===== src/cps_consts.svh =====
// Constants of the codec port status block: offsets, field
// positions, reset values and FIFO thresholds.
// Assumes inclusion by bare name from package and design files.
`ifndef CPS_CONSTS_SVH
`define CPS_CONSTS_SVH

// Register byte offsets within the port window
`define CPS_OFF_CTRL      8'h00
`define CPS_OFF_DATA      8'h10
`define CPS_OFF_STATUS    8'h18

// Control register fields
`define CPS_CTRL_EN       0
`define CPS_CTRL_MASK_LO  1
`define CPS_CTRL_W        5
`define CPS_CTRL_RST      5'h00

// Command data register fields
`define CPS_DATA_LO       0
`define CPS_DATA_HI       15
`define CPS_RW_BIT        16
`define CPS_ADDR_LO       17
`define CPS_ADDR_HI       20

// Status register fields
`define CPS_ST_SVC_LO     0
`define CPS_ST_ERR_LO     4
`define CPS_ST_AVAIL_LO   8
`define CPS_ST_WR_DONE    12
`define CPS_ST_RD_DONE    13
`define CPS_ST_AUD_EN     14
`define CPS_ST_W          15
// Not-full flags set, not-empty flags clear while levels read zero
`define CPS_AVAIL_RST     4'h5

// Codec audio control register and its path enables
`define CPS_AUD_REG       4'h8
`define CPS_AUD_IN_BIT    14
`define CPS_AUD_OUT_BIT   15

// FIFO thresholds for service requests
`define CPS_TX_SVC_MAX    4
`define CPS_RX_SVC_MIN    6
`define CPS_FIFO_DEPTH    8
`define CPS_SAMPLE_W      16

`endif


===== src/cps_pkg.sv =====
// Types shared by the codec port status block.
// Assumes the constants header sits beside this file.
`include "cps_consts.svh"

package cps_pkg;

  // Progress of the command repeated every serial frame
  typedef enum logic [1:0] {
    CMD_IDLE,
    CMD_RD_SENT,
    CMD_WR_SENT,
    CMD_WR_LATCHED
  } cps_cmd_state_t;

endpackage : cps_pkg


===== src/cps_status.sv =====
// Status and flag logic of the multimedia codec serial port: FIFO
// service requests, underrun/overrun errors, availability flags,
// codec command completion and the audio path enable flag.
// Assumes an outside FIFO datapath and framer on the same clock;
// software reaches the registers over APB.
//
// Operation
// - Audio tx request high at four or fewer entries, low at five up
// - Audio tx request interrupts unless its mask bit is cleared
// - Audio rx request high at six or more entries, low at five down
// - Audio rx request interrupts unless its mask bit is cleared
// - Telecom tx request as audio tx, with its own mask
// - Telecom rx request as audio rx, with its own mask
// - Fetch from empty audio tx FIFO sets unmaskable underrun bit
// - On audio underrun keep sending last sample until new data arrives
// - Audio sample into full rx FIFO dropped, overrun bit set
// - Telecom underrun as audio, last telecom sample repeated
// - Telecom sample into full rx FIFO dropped, overrun bit set
// - Audio tx not-full flag tracks a free entry, no interrupt
// - Audio rx not-empty flag tracks a valid entry, no interrupt
// - Telecom tx not-full flag tracks a free entry, no interrupt
// - Telecom rx not-empty flag tracks a valid entry, no interrupt
// - Write goes out, codec latches, echo returns next frame, done set
// - Read result returns in same frame, latched, read done set
// - Both done flags clear on any command data access
// - Audio enabled sets at sync after latched write of reg 8 bits
// - Audio enabled clears likewise when both bits written zero
// - Error bits sticky, write one clears, zero has no effect
// - Interrupt requests are levels following their source bits
// - Service requests read zero while the port is disabled
`timescale 1ns/100ps
`default_nettype none
`include "cps_consts.svh"

module cps_status
  import cps_pkg::*;
#(
  parameter int DEPTH    = `CPS_FIFO_DEPTH,
  parameter int SAMPLE_W = `CPS_SAMPLE_W,
  parameter int LVL_W    = $clog2(DEPTH + 1)
) (
  // Clock and reset
  input  wire logic                pclk,
  input  wire logic                presetn,
  // APB slave
  input  wire logic                psel,
  input  wire logic                penable,
  input  wire logic                pwrite,
  input  wire logic [7:0]          paddr,
  input  wire logic [31:0]         pwdata,
  output logic      [31:0]         prdata,
  output logic                     pready,
  output logic                     pslverr,
  // FIFO fill levels
  input  wire logic [LVL_W-1:0]    audio_tx_level,
  input  wire logic [LVL_W-1:0]    audio_rx_level,
  input  wire logic [LVL_W-1:0]    tel_tx_level,
  input  wire logic [LVL_W-1:0]    tel_rx_level,
  // Sample events from the framer
  input  wire logic                audio_tx_fetch,
  input  wire logic                audio_rx_push,
  input  wire logic                tel_tx_fetch,
  input  wire logic                tel_rx_push,
  // Transmit FIFO bottom entries and held samples
  input  wire logic [SAMPLE_W-1:0] audio_tx_bottom,
  input  wire logic [SAMPLE_W-1:0] tel_tx_bottom,
  output logic      [SAMPLE_W-1:0] audio_tx_sample,
  output logic      [SAMPLE_W-1:0] tel_tx_sample,
  // Receive FIFO write strobes, one cycle after the push
  output logic                     audio_rx_accept,
  output logic                     tel_rx_accept,
  // Codec command link
  input  wire logic                serial_frame_sync,
  input  wire logic                codec_latch,
  input  wire logic                reply_valid,
  input  wire logic [3:0]          reply_addr,
  input  wire logic [15:0]         reply_data,
  output logic      [20:0]         codec_cmd,
  // Port interrupt
  output logic                     irq
);

  // Parameter checks
  if (DEPTH < `CPS_RX_SVC_MIN + 1) begin : g_chk_depth
    $error("cps_status: DEPTH too small for thresholds");
  end
  if (LVL_W < $clog2(DEPTH + 1)) begin : g_chk_lvl
    $error("cps_status: LVL_W cannot hold DEPTH");
  end

  localparam logic [LVL_W-1:0] LVL_FULL = LVL_W'(DEPTH);
  localparam logic [LVL_W-1:0] LVL_TXS  = LVL_W'(`CPS_TX_SVC_MAX);
  localparam logic [LVL_W-1:0] LVL_RXS  = LVL_W'(`CPS_RX_SVC_MIN);

  // Registers
  logic [`CPS_CTRL_W-1:0] ctrl_q;
  logic [3:0]             svc_q;
  logic [3:0]             err_q;
  logic [3:0]             avail_q;
  logic                   wr_done_q;
  logic                   rd_done_q;
  logic                   aud_en_q;
  logic [20:0]            cmd_q;
  logic                   cmd_new_q;
  logic [20:0]            cur_q;
  logic [3:0]             ret_addr_q;
  logic [15:0]            ret_data_q;
  cps_cmd_state_t         cst_q;
  cps_cmd_state_t         cst_d;

  // Channel vectors: 0 audio tx, 1 audio rx, 2 tel tx, 3 tel rx
  logic [LVL_W-1:0] lvl [4];
  logic [3:0]       evt;
  logic [3:0]       svc_d;
  logic [3:0]       avail_d;
  logic [3:0]       err_set;

  assign lvl[0] = audio_tx_level;
  assign lvl[1] = audio_rx_level;
  assign lvl[2] = tel_tx_level;
  assign lvl[3] = tel_rx_level;
  assign evt    = {tel_rx_push, tel_tx_fetch, audio_rx_push,
                   audio_tx_fetch};

  // Bus decode
  logic       port_en;
  logic [3:0] req_mask;
  logic       setup;
  logic       acc;
  logic       wr_acc;
  logic       hit_ctrl;
  logic       hit_data;
  logic       hit_stat;
  logic [31:0] status_word;
  logic [31:0] data_word;

  assign port_en  = ctrl_q[`CPS_CTRL_EN];
  assign req_mask = ctrl_q[`CPS_CTRL_MASK_LO +: 4];
  assign setup    = psel & ~penable;
  assign acc      = psel & penable & pready;
  assign wr_acc   = acc & pwrite;
  assign hit_ctrl = (paddr == `CPS_OFF_CTRL);
  assign hit_data = (paddr == `CPS_OFF_DATA);
  assign hit_stat = (paddr == `CPS_OFF_STATUS);

  // Per-channel thresholds and error events
  for (genvar i = 0; i < 4; i++) begin : g_chan
    if (i % 2 == 0) begin : g_tx
      // Transmit side: service at low fill, underrun on empty fetch
      assign svc_d[i]   = port_en & (lvl[i] <= LVL_TXS);
      assign avail_d[i] = (lvl[i] != LVL_FULL);
      assign err_set[i] = evt[i] & (lvl[i] == '0);
    end else begin : g_rx
      // Receive side: service at high fill, overrun on full push
      assign svc_d[i]   = port_en & (lvl[i] >= LVL_RXS);
      assign avail_d[i] = (lvl[i] != '0);
      assign err_set[i] = evt[i] & (lvl[i] == LVL_FULL);
    end
  end

  // Service request and availability flags
  always_ff @(posedge pclk or negedge presetn) begin
    if (!presetn) begin
      svc_q   <= 4'h0;
      avail_q <= `CPS_AVAIL_RST;
    end else begin
      svc_q   <= svc_d;
      avail_q <= avail_d;
    end
  end

  // Sticky error bits, a new event beats a clear
  always_ff @(posedge pclk or negedge presetn) begin
    if (!presetn) begin
      err_q <= 4'h0;
    end else begin
      err_q <= (err_q & ~((wr_acc & hit_stat) ?
                pwdata[`CPS_ST_ERR_LO +: 4] : 4'h0))
               | err_set;
    end
  end

  // Held transmit samples repeat through an underrun
  always_ff @(posedge pclk or negedge presetn) begin
    if (!presetn) begin
      audio_tx_sample <= '0;
      tel_tx_sample   <= '0;
    end else begin
      if (audio_tx_fetch && audio_tx_level != '0) begin
        audio_tx_sample <= audio_tx_bottom;
      end
      if (tel_tx_fetch && tel_tx_level != '0) begin
        tel_tx_sample <= tel_tx_bottom;
      end
    end
  end

  // Receive write strobes, suppressed when full
  always_ff @(posedge pclk or negedge presetn) begin
    if (!presetn) begin
      audio_rx_accept <= 1'b0;
      tel_rx_accept   <= 1'b0;
    end else begin
      audio_rx_accept <= audio_rx_push & ~err_set[1];
      tel_rx_accept   <= tel_rx_push & ~err_set[3];
    end
  end

  // Control register
  always_ff @(posedge pclk or negedge presetn) begin
    if (!presetn) begin
      ctrl_q <= `CPS_CTRL_RST;
    end else if (wr_acc && hit_ctrl) begin
      ctrl_q <= pwdata[`CPS_CTRL_W-1:0];
    end
  end

  // Command written by software, taken by the framer at sync
  always_ff @(posedge pclk or negedge presetn) begin
    if (!presetn) begin
      cmd_q     <= '0;
      cmd_new_q <= 1'b0;
    end else if (wr_acc && hit_data) begin
      cmd_q     <= pwdata[`CPS_ADDR_HI:0];
      cmd_new_q <= 1'b1;
    end else if (serial_frame_sync) begin
      cmd_new_q <= 1'b0;
    end
  end

  // Command sequence across frames
  always_comb begin
    cst_d = cst_q;
    case (cst_q)
      CMD_IDLE: begin
        cst_d = cst_q;
      end
      CMD_RD_SENT: begin
        cst_d = cst_q;
      end
      CMD_WR_SENT: begin
        if (codec_latch) begin
          cst_d = CMD_WR_LATCHED;
        end
      end
      CMD_WR_LATCHED: begin
        if (reply_valid) begin
          cst_d = CMD_WR_SENT;
        end
      end
      default: begin
        cst_d = CMD_IDLE;
      end
    endcase
    if (serial_frame_sync && cmd_new_q) begin
      cst_d = cmd_q[`CPS_RW_BIT] ? CMD_WR_SENT : CMD_RD_SENT;
    end
  end

  // State and the command now on the link
  always_ff @(posedge pclk or negedge presetn) begin
    if (!presetn) begin
      cst_q <= CMD_IDLE;
      cur_q <= '0;
    end else begin
      cst_q <= cst_d;
      if (serial_frame_sync && cmd_new_q) begin
        cur_q <= cmd_q;
      end
    end
  end

  // Returned address and data latched from subframe 0
  always_ff @(posedge pclk or negedge presetn) begin
    if (!presetn) begin
      ret_addr_q <= 4'h0;
      ret_data_q <= 16'h0000;
    end else if (reply_valid &&
                 (cst_q == CMD_RD_SENT || cst_q == CMD_WR_LATCHED)) begin
      ret_addr_q <= reply_addr;
      ret_data_q <= reply_data;
    end
  end

  // Completion flags, set wins over the clear by access
  always_ff @(posedge pclk or negedge presetn) begin
    if (!presetn) begin
      wr_done_q <= 1'b0;
      rd_done_q <= 1'b0;
    end else begin
      if (acc && hit_data) begin
        wr_done_q <= 1'b0;
        rd_done_q <= 1'b0;
      end
      if (reply_valid && cst_q == CMD_WR_LATCHED) begin
        wr_done_q <= 1'b1;
      end
      if (reply_valid && cst_q == CMD_RD_SENT) begin
        rd_done_q <= 1'b1;
      end
    end
  end

  // Audio path enable follows a latched write to the audio register
  always_ff @(posedge pclk or negedge presetn) begin
    if (!presetn) begin
      aud_en_q <= 1'b0;
    end else if (serial_frame_sync && cst_q == CMD_WR_LATCHED &&
                 cur_q[`CPS_ADDR_HI:`CPS_ADDR_LO] == `CPS_AUD_REG) begin
      aud_en_q <= cur_q[`CPS_AUD_IN_BIT] |
                  cur_q[`CPS_AUD_OUT_BIT];
    end
  end

  // Command word for the framer
  always_ff @(posedge pclk or negedge presetn) begin
    if (!presetn) begin
      codec_cmd <= '0;
    end else begin
      codec_cmd <= cmd_q;
    end
  end

  // Merged level interrupt
  always_ff @(posedge pclk or negedge presetn) begin
    if (!presetn) begin
      irq <= 1'b0;
    end else begin
      irq <= (|(svc_q & req_mask)) |
             (|err_q);
    end
  end

  // Status word as software sees it, fields at their positions
  always_comb begin
    status_word                        = 32'h0000_0000;
    status_word[`CPS_ST_SVC_LO +: 4]   = svc_q;
    status_word[`CPS_ST_ERR_LO +: 4]   = err_q;
    status_word[`CPS_ST_AVAIL_LO +: 4] = avail_q;
    status_word[`CPS_ST_WR_DONE]       = wr_done_q;
    status_word[`CPS_ST_RD_DONE]       = rd_done_q;
    status_word[`CPS_ST_AUD_EN]        = aud_en_q;
  end

  // Command data word: returned address and data, access bit reads 0
  always_comb begin
    data_word                            = 32'h0000_0000;
    data_word[`CPS_ADDR_HI:`CPS_ADDR_LO] = ret_addr_q;
    data_word[`CPS_DATA_HI:`CPS_DATA_LO] = ret_data_q;
  end

  // APB answer: zero wait states, unmapped address errors
  always_ff @(posedge pclk or negedge presetn) begin
    if (!presetn) begin
      pready  <= 1'b0;
      pslverr <= 1'b0;
      prdata  <= 32'h0000_0000;
    end else begin
      pready  <= setup;
      pslverr <= setup & ~(hit_ctrl | hit_data | hit_stat);
      if (setup && !pwrite) begin
        if (hit_ctrl) begin
          prdata <= 32'(ctrl_q);
        end else if (hit_data) begin
          prdata <= data_word;
        end else if (hit_stat) begin
          prdata <= status_word;
        end else begin
          prdata <= 32'h0000_0000;
        end
      end else begin
        prdata <= 32'h0000_0000;
      end
    end
  end

endmodule : cps_status
`default_nettype wire


===== config.mk =====
export PLATFORM = sky130hd
export DESIGN_NAME = cps_status
export DESIGN_NICKNAME = d
export VERILOG_FILES = /design/src/cps_pkg.sv /design/src/cps_status.sv
export VERILOG_INCLUDE_DIRS = /design/src /design/src/src
export SDC_FILE = /design/constraint.sdc
export NUM_CORES = 1
export LEC_CHECK = 0
export ABC_AREA = 1
export ABC_CLOCK_PERIOD_IN_PS = 2000
export BUFFER_PORTS_ARGS = -buffer_cell sky130_fd_sc_hd__buf_4
export CAP_MARGIN = 15
export CORE_ASPECT_RATIO = 0.75
export CORE_MARGIN = 5
export CORE_UTILIZATION = 50
export DETAILED_ROUTE_END_ITERATION = 7
export PLACE_DENSITY = 0.86
export SYNTH_ARGS = -nofsm -noshare
export SYNTH_HDL_FRONTEND = slang
export SYNTH_SLANG_ARGS = --single-unit

===== constraint.sdc =====
create_clock -name pclk -period 2 [get_ports pclk]
set_clock_uncertainty 0.15 [all_clocks]
set_input_delay 0.4 -clock pclk [delete_from_list [all_inputs] [get_ports pclk]]
set_output_delay 0.4 -clock pclk [all_outputs]
set_load 0.005 [all_outputs]

* Word-level counts from Yosys, hierarchy flattened
Index checks and enable logic that the tools add are counted.
Operators by class: reductions and logical operators 29, muxes and demuxes 15, equal/unequal tests 13, $lt $le $gt $ge 4, bitwise operators 28
Operators with widths (number):
- $mux 32 | 3
- $and 1x1->1 | 16
- $eq 8x5->1 const B | 2
- $reduce_bool 4->1 | 4
- $mux 15 | 1
- $eq 4x4->1 const B | 3
- $logic_and 1x1->1 | 12
- $and 4x4->4 | 2
- $ge 4x3->1 const B | 2
- $le 4x3->1 const B | 2
- $logic_not 4->1 | 2
- $logic_not 8->1 | 1
- $mux 2 | 4
- $ne 4x4->1 const B | 2
- $reduce_or 4->1 | 2
- $ne 3x3->1 const B | 2
- $reduce_bool 2->1 | 3
- $mux 1 | 5
- $eq 2x2->1 const B | 2
- $mux 4 | 1
- $not 1->1 | 4
- $not 4->4 | 1
- $or 1x1->1 | 4
- $or 4x4->4 | 1
- other kinds (8) | 8
Storage, ports and cells: input port bits 120, word-level logic and storage cells 111, flip-flop bits (word level) 175

* Longest topological paths before layout
depth in word-level cells 8, mapped depth 9, mapped depth without buffers 8

* Least setup slack after synthesis
Ideal clock, no wire load.
path type input-to-reg, start input paddr[2], end register err_q[0], path slack 0.561 ns, buffers on the path 0, setup time 0.117 ns, cell stages on the path 8, required time 1.733 ns, data arrival time 1.172 ns, cell sequence inv_1 nand2_1 nor2_1 nand2_1 nor2_1 nand2_1 nand2_1 nand2_1
On the way: longest elaborated chain between the ends 6
RTL lines:
- start, declared | RTL line cps_status.sv:49 | input wire logic [7:0] paddr,
- $eq 8x5->1 (no line)
- $and 1x1->1 | RTL line cps_status.sv:177 | err_q <= (err_q & ~((wr_acc & hit_stat) ?
- $mux 4 | RTL line cps_status.sv:177
- $not 4->4 | RTL line cps_status.sv:177
- $and 4x4->4 | RTL line cps_status.sv:177
- $or 4x4->4 | RTL line cps_status.sv:177
- end signal, assigned | RTL line cps_status.sv:177
- end, declared | RTL line cps_status.sv:98 | logic [3:0] err_q;
No other way between the ends. A chain may end at the register's enable or synchronous reset.

* Worst setup path in the final report
start register pready, end register cmd_q[14]
On the way: longest elaborated chain between the ends 3
RTL lines:
- start, declared | RTL line cps_status.sv:52 | output logic pready,
- start signal, assigned | RTL line cps_status.sv:359 | pready <= setup;
- $and 1x1->1 | RTL line cps_status.sv:140 | assign acc = psel & penable & pready;
- $and 1x1->1 | RTL line cps_status.sv:141 | assign wr_acc = acc & pwrite;
- $logic_and 1x1->1 | RTL line cps_status.sv:223 | end else if (wr_acc && hit_data) begin
- end signal, assigned | RTL line cps_status.sv:224 | cmd_q <= pwdata[`CPS_ADDR_HI:0];
- end, declared | RTL line cps_status.sv:103 | logic [20:0] cmd_q;
No other way between the ends.

==> impl_results.rst <==
.. list-table::
   :header-rows: 1

   * - Metric
     - Value
   * - Result of the run
     - completed
   * - DRC violations left
     - 0
   * - Kind of path behind the tightest hold check
     - in2reg
   * - Unrepaired setup endpoints after global routing
     - no
   * - Pleak
     - 4.310 nW
   * - Worst endpoint required time
     - 2.18 ns
   * - Deepest level of the CTS H-tree
     - 4
   * - Die area
     - between 0.01 and 0.015 mm^2
   * - CP Depth
     - 7
   * - GPL Wtd Cong
     - roughly 0.87
   * - Mean number of vias per cell
     - ~5
   * - Share of post-route cells with drive strength above 1
     - 29.89%
   * - Count of vias placed by the detailed router
     - 4948
   * - Period Utilization, post-route
     - 76.48%
   * - Final standard cell count with taps included and fillers excluded
     - 973
   * - Routed WL
     - around 15000 um
   * - Cell type with the highest aggregate area in the netlist
     - sky130_fd_sc_hd__dfrtp_1
   * - CORE AREA
     - ~0.011 mm^2
   * - Worst setup EP type
     - flop
   * - Number of hold violations in the final report
     - 0
   * - Placed Cells incl. Taps
     - about 940
   * - Remaining global-route overflow
     - 0
   * - Sink Count
     - between 100 and 150
   * - Area growth, synth to finish
     - 37.80%
   * - Hold bufs inserted after CTS
     - 2
   * - Number of distinct library cells after synthesis
     - 26
   * - Aggregate global-route resource usage
     - a little under a quarter
   * - Power density cells
     - 977.8 mW/mm^2
   * - Clk Latency, worst-skew pair
     - ~0.4 ns
   * - Worst setup path startpoint
     - pready$_DFF_PN0_
   * - Max Slew Vio Count
     - 0
   * - Global-route wire length before repair
     - around 25000 um
   * - Master cell of the clock root buffer
     - sky130_fd_sc_hd__clkbuf_16
   * - Die W
     - roughly 130 um
   * - Cells traversed along the worst timing path
     - nand3_1, nor2_2, inv_2, nor2_4, buf_4, nand2_1, o21ai_0
   * - Mapped Area
     - between 0.005 and 0.006 mm^2
   * - WP buf/inv
     - 2
   * - Detailed placement HPWL
     - approximately 11000 um
   * - Clock transition at the registers of the reported paths
     - 0.07 ns
   * - Number of clock buffers inserted by TritonCTS
     - 17
   * - TritonRoute pass-1 iters
     - 5
   * - Max-Cap Viols
     - 0
   * - Post-synth top area share
     - 63.48%
   * - Setup Crit Path Kind
     - reg2reg
   * - Post-route minimum period
     - about 1.5 ns
   * - N_diodes
     - 0
   * - Number of fillers in the final layout
     - ~840
   * - Number of nets at the end of the flow
     - 940
   * - Setup Buffers After CTS
     - 0
   * - Mean instance size in the synthesized netlist
     - about 9 um^2
   * - Number of antenna violations at the first check in global routing
     - 0
   * - Count of warnings emitted by yosys
     - 0
   * - Synth top area cells
     - sky130_fd_sc_hd__dfrtp_1, sky130_fd_sc_hd__nand2_1, sky130_fd_sc_hd__nand3_1, sky130_fd_sc_hd__inv_1, sky130_fd_sc_hd__a21oi_1
   * - Startpoint class of the critical path
     - flop
   * - Synthesized flop and latch total
     - 148
   * - Top delay family on crit path
     - simple AND/OR/NAND/NOR gates
   * - Highest attainable clock frequency
     - between 600 and 700 MHz
   * - Layout Utilization
     - between 70% and 80%
   * - Cell with the largest stage delay on the worst path
     - sky130_fd_sc_hd__dfrtp_1
   * - Transition at the pin with the smallest max-transition slack
     - ~0.5 ns
   * - Worst relative slew slack
     - between 60% and 70%
   * - Setup violation total in the final timing report
     - 0
   * - Number of global-route vias before repair
     - about 5000
   * - Proportion of synthesized chip area in sequential cells
     - 64.39%
   * - Worst reg2reg path endpoint
     - cmd_q[14]$_DFFE_PN0P_
   * - Die height
     - 102.9 um
   * - Startpoint of the lowest-slack register-to-register path
     - pready$_DFF_PN0_
   * - Starting utilization of the core area
     - between 50% and 60%
   * - Initial drt markers
     - approximately 380
   * - Worst reg2reg path depth
     - 7
   * - Standard-cell rows
     - 33
   * - Final TNS setup
     - 0 ns
   * - Longest individual stage delay on the worst path
     - about 0.36 ns
   * - Setup crit end
     - cmd_q[14]$_DFFE_PN0P_
   * - Antenna Nets Post-Route
     - 0
   * - Worst VDD drop
     - 0.6717 mV
   * - Data arrival at the endpoint of the critical path
     - around 1.7 ns
   * - Number of buffers between clock root and the deepest sink
     - 2
   * - Wirelength per Cell
     - approximately 16 um
   * - PortBufs
     - around 190
   * - TritonCTS clock tree
     - done
   * - Number of placed I/O pins
     - between 200 and 250
   * - Highest net fanout along the worst path
     - 16
   * - Synthesized netlist cell count
     - about 620
   * - Maximum number of pins on one net before global-route repair
     - 52
   * - Internal reg-to-reg setup slack
     - 0.47 ns
   * - Gates resized, CTS repair
     - 0
cell usage in the layout (no fill, tap or decap), drive strengths merged:
cell	count
nor2	34
dfrtp	146
o21ai	20
clkinv	4
nand3	57
bufinv	3
or2	2
dlygate4sd3	2
buf	199
nor4	1
inv	50
nand2	248
conb	12
nand4	5
dfstp	2
clkinvlp	3
a31oi	2
a22o	1
clkbuf	19
nor3	1
a21oi	22
routing by layer:
metal	global-route usage (%)	routed length, um
met4	10.36	320
met1	29.75	6262
met3	4.976	1081
met2	39.46	7821
met5	0	0
area by class of cell:
class | instances | area (um^2) | area share [%]
Clock inverter | 13 | 172.7 | 2.177
Clock buffer | 19 | 442.9 | 5.584
Tap cell | 140 | 175.2 | 2.209
Multi-Input combinational cell | 405 | 1715 | 21.63
Timing Repair Buffer | 201 | 1543 | 19.45
Sequential cell | 148 | 3706 | 46.73
Inverter | 47 | 176.4 | 2.224
how the worst min path moves through the flow:
stage | depth (start not counted) | end | from
after detailed placement | 0 | codec_cmd[17]$_DFF_PN0_ | cmd_q[17]$_DFFE_PN0P_
final | 2 | svc_q[2]$_DFF_PN0_ | tel_tx_level[3]
after global placement | 0 | codec_cmd[17]$_DFF_PN0_ | cmd_q[17]$_DFFE_PN0P_
after CTS | 2 | svc_q[2]$_DFF_PN0_ | tel_tx_level[3]
after global routing | 2 | svc_q[2]$_DFF_PN0_ | tel_tx_level[3]
after floorplan | 0 | aud_en_q$_DFFE_PN0P_ | presetn
logic make-up (layout without fill, tap and decap cells):
logic type,Yosys count,after routing,share of synthesized area (%)
simple gates,348,348,25.00
flops,148,148,64.39
buf+inv,79,280,6.521
compound gates,45,45,4.022
other cells,1,12,0.06515
power by group:
group          switching (mW)  internal [mW]  leakage (nW)
Combinational           0.512          0.426          2.21
Sequential              0.200           3.32          1.80
Clock                    1.28           2.02         0.292
registers in the layout (all words and copies together) (netlist names), 2 cells and up:
signal           cells
cur_q                6
audio_tx_sample     16
ret_data_q          16
avail_q              4
codec_cmd           21
cmd_q               21
svc_q                4
err_q                4
tel_tx_sample       16
ctrl_q               5
cst_q                2
prdata              20
ret_addr_q           4
metrics by stage:
step           hold WS (ns)  setup slack, ns  instance area, um^2  power (mW)
6_report            0.02130           0.4705                 7931       7.755
5_1_grt             0.01963           0.3297                 7931       8.098
4_1_cts            0.006493           0.4732                 7931       7.805
3_5_place_dp         0.2099           0.2576                 7296       4.499
3_3_place_gp         0.2071           0.3329                 7296       4.426
2_1_floorplan      -0.04559           0.5611                 5797       3.962
Yosys cell counts, drive strengths merged:
cell,n
clkbuf,11
nor4,1
a21oi,22
a22o,1
a31oi,2
dfrtp,146
buf,21
nor2,34
conb,1
or2,2
nor3,1
nand4,5
nand3,57
inv,46
dfstp,2
nand2,248
clkinv,1
o21ai,20
No activity file was read; power rests on OpenSTA's default activity.
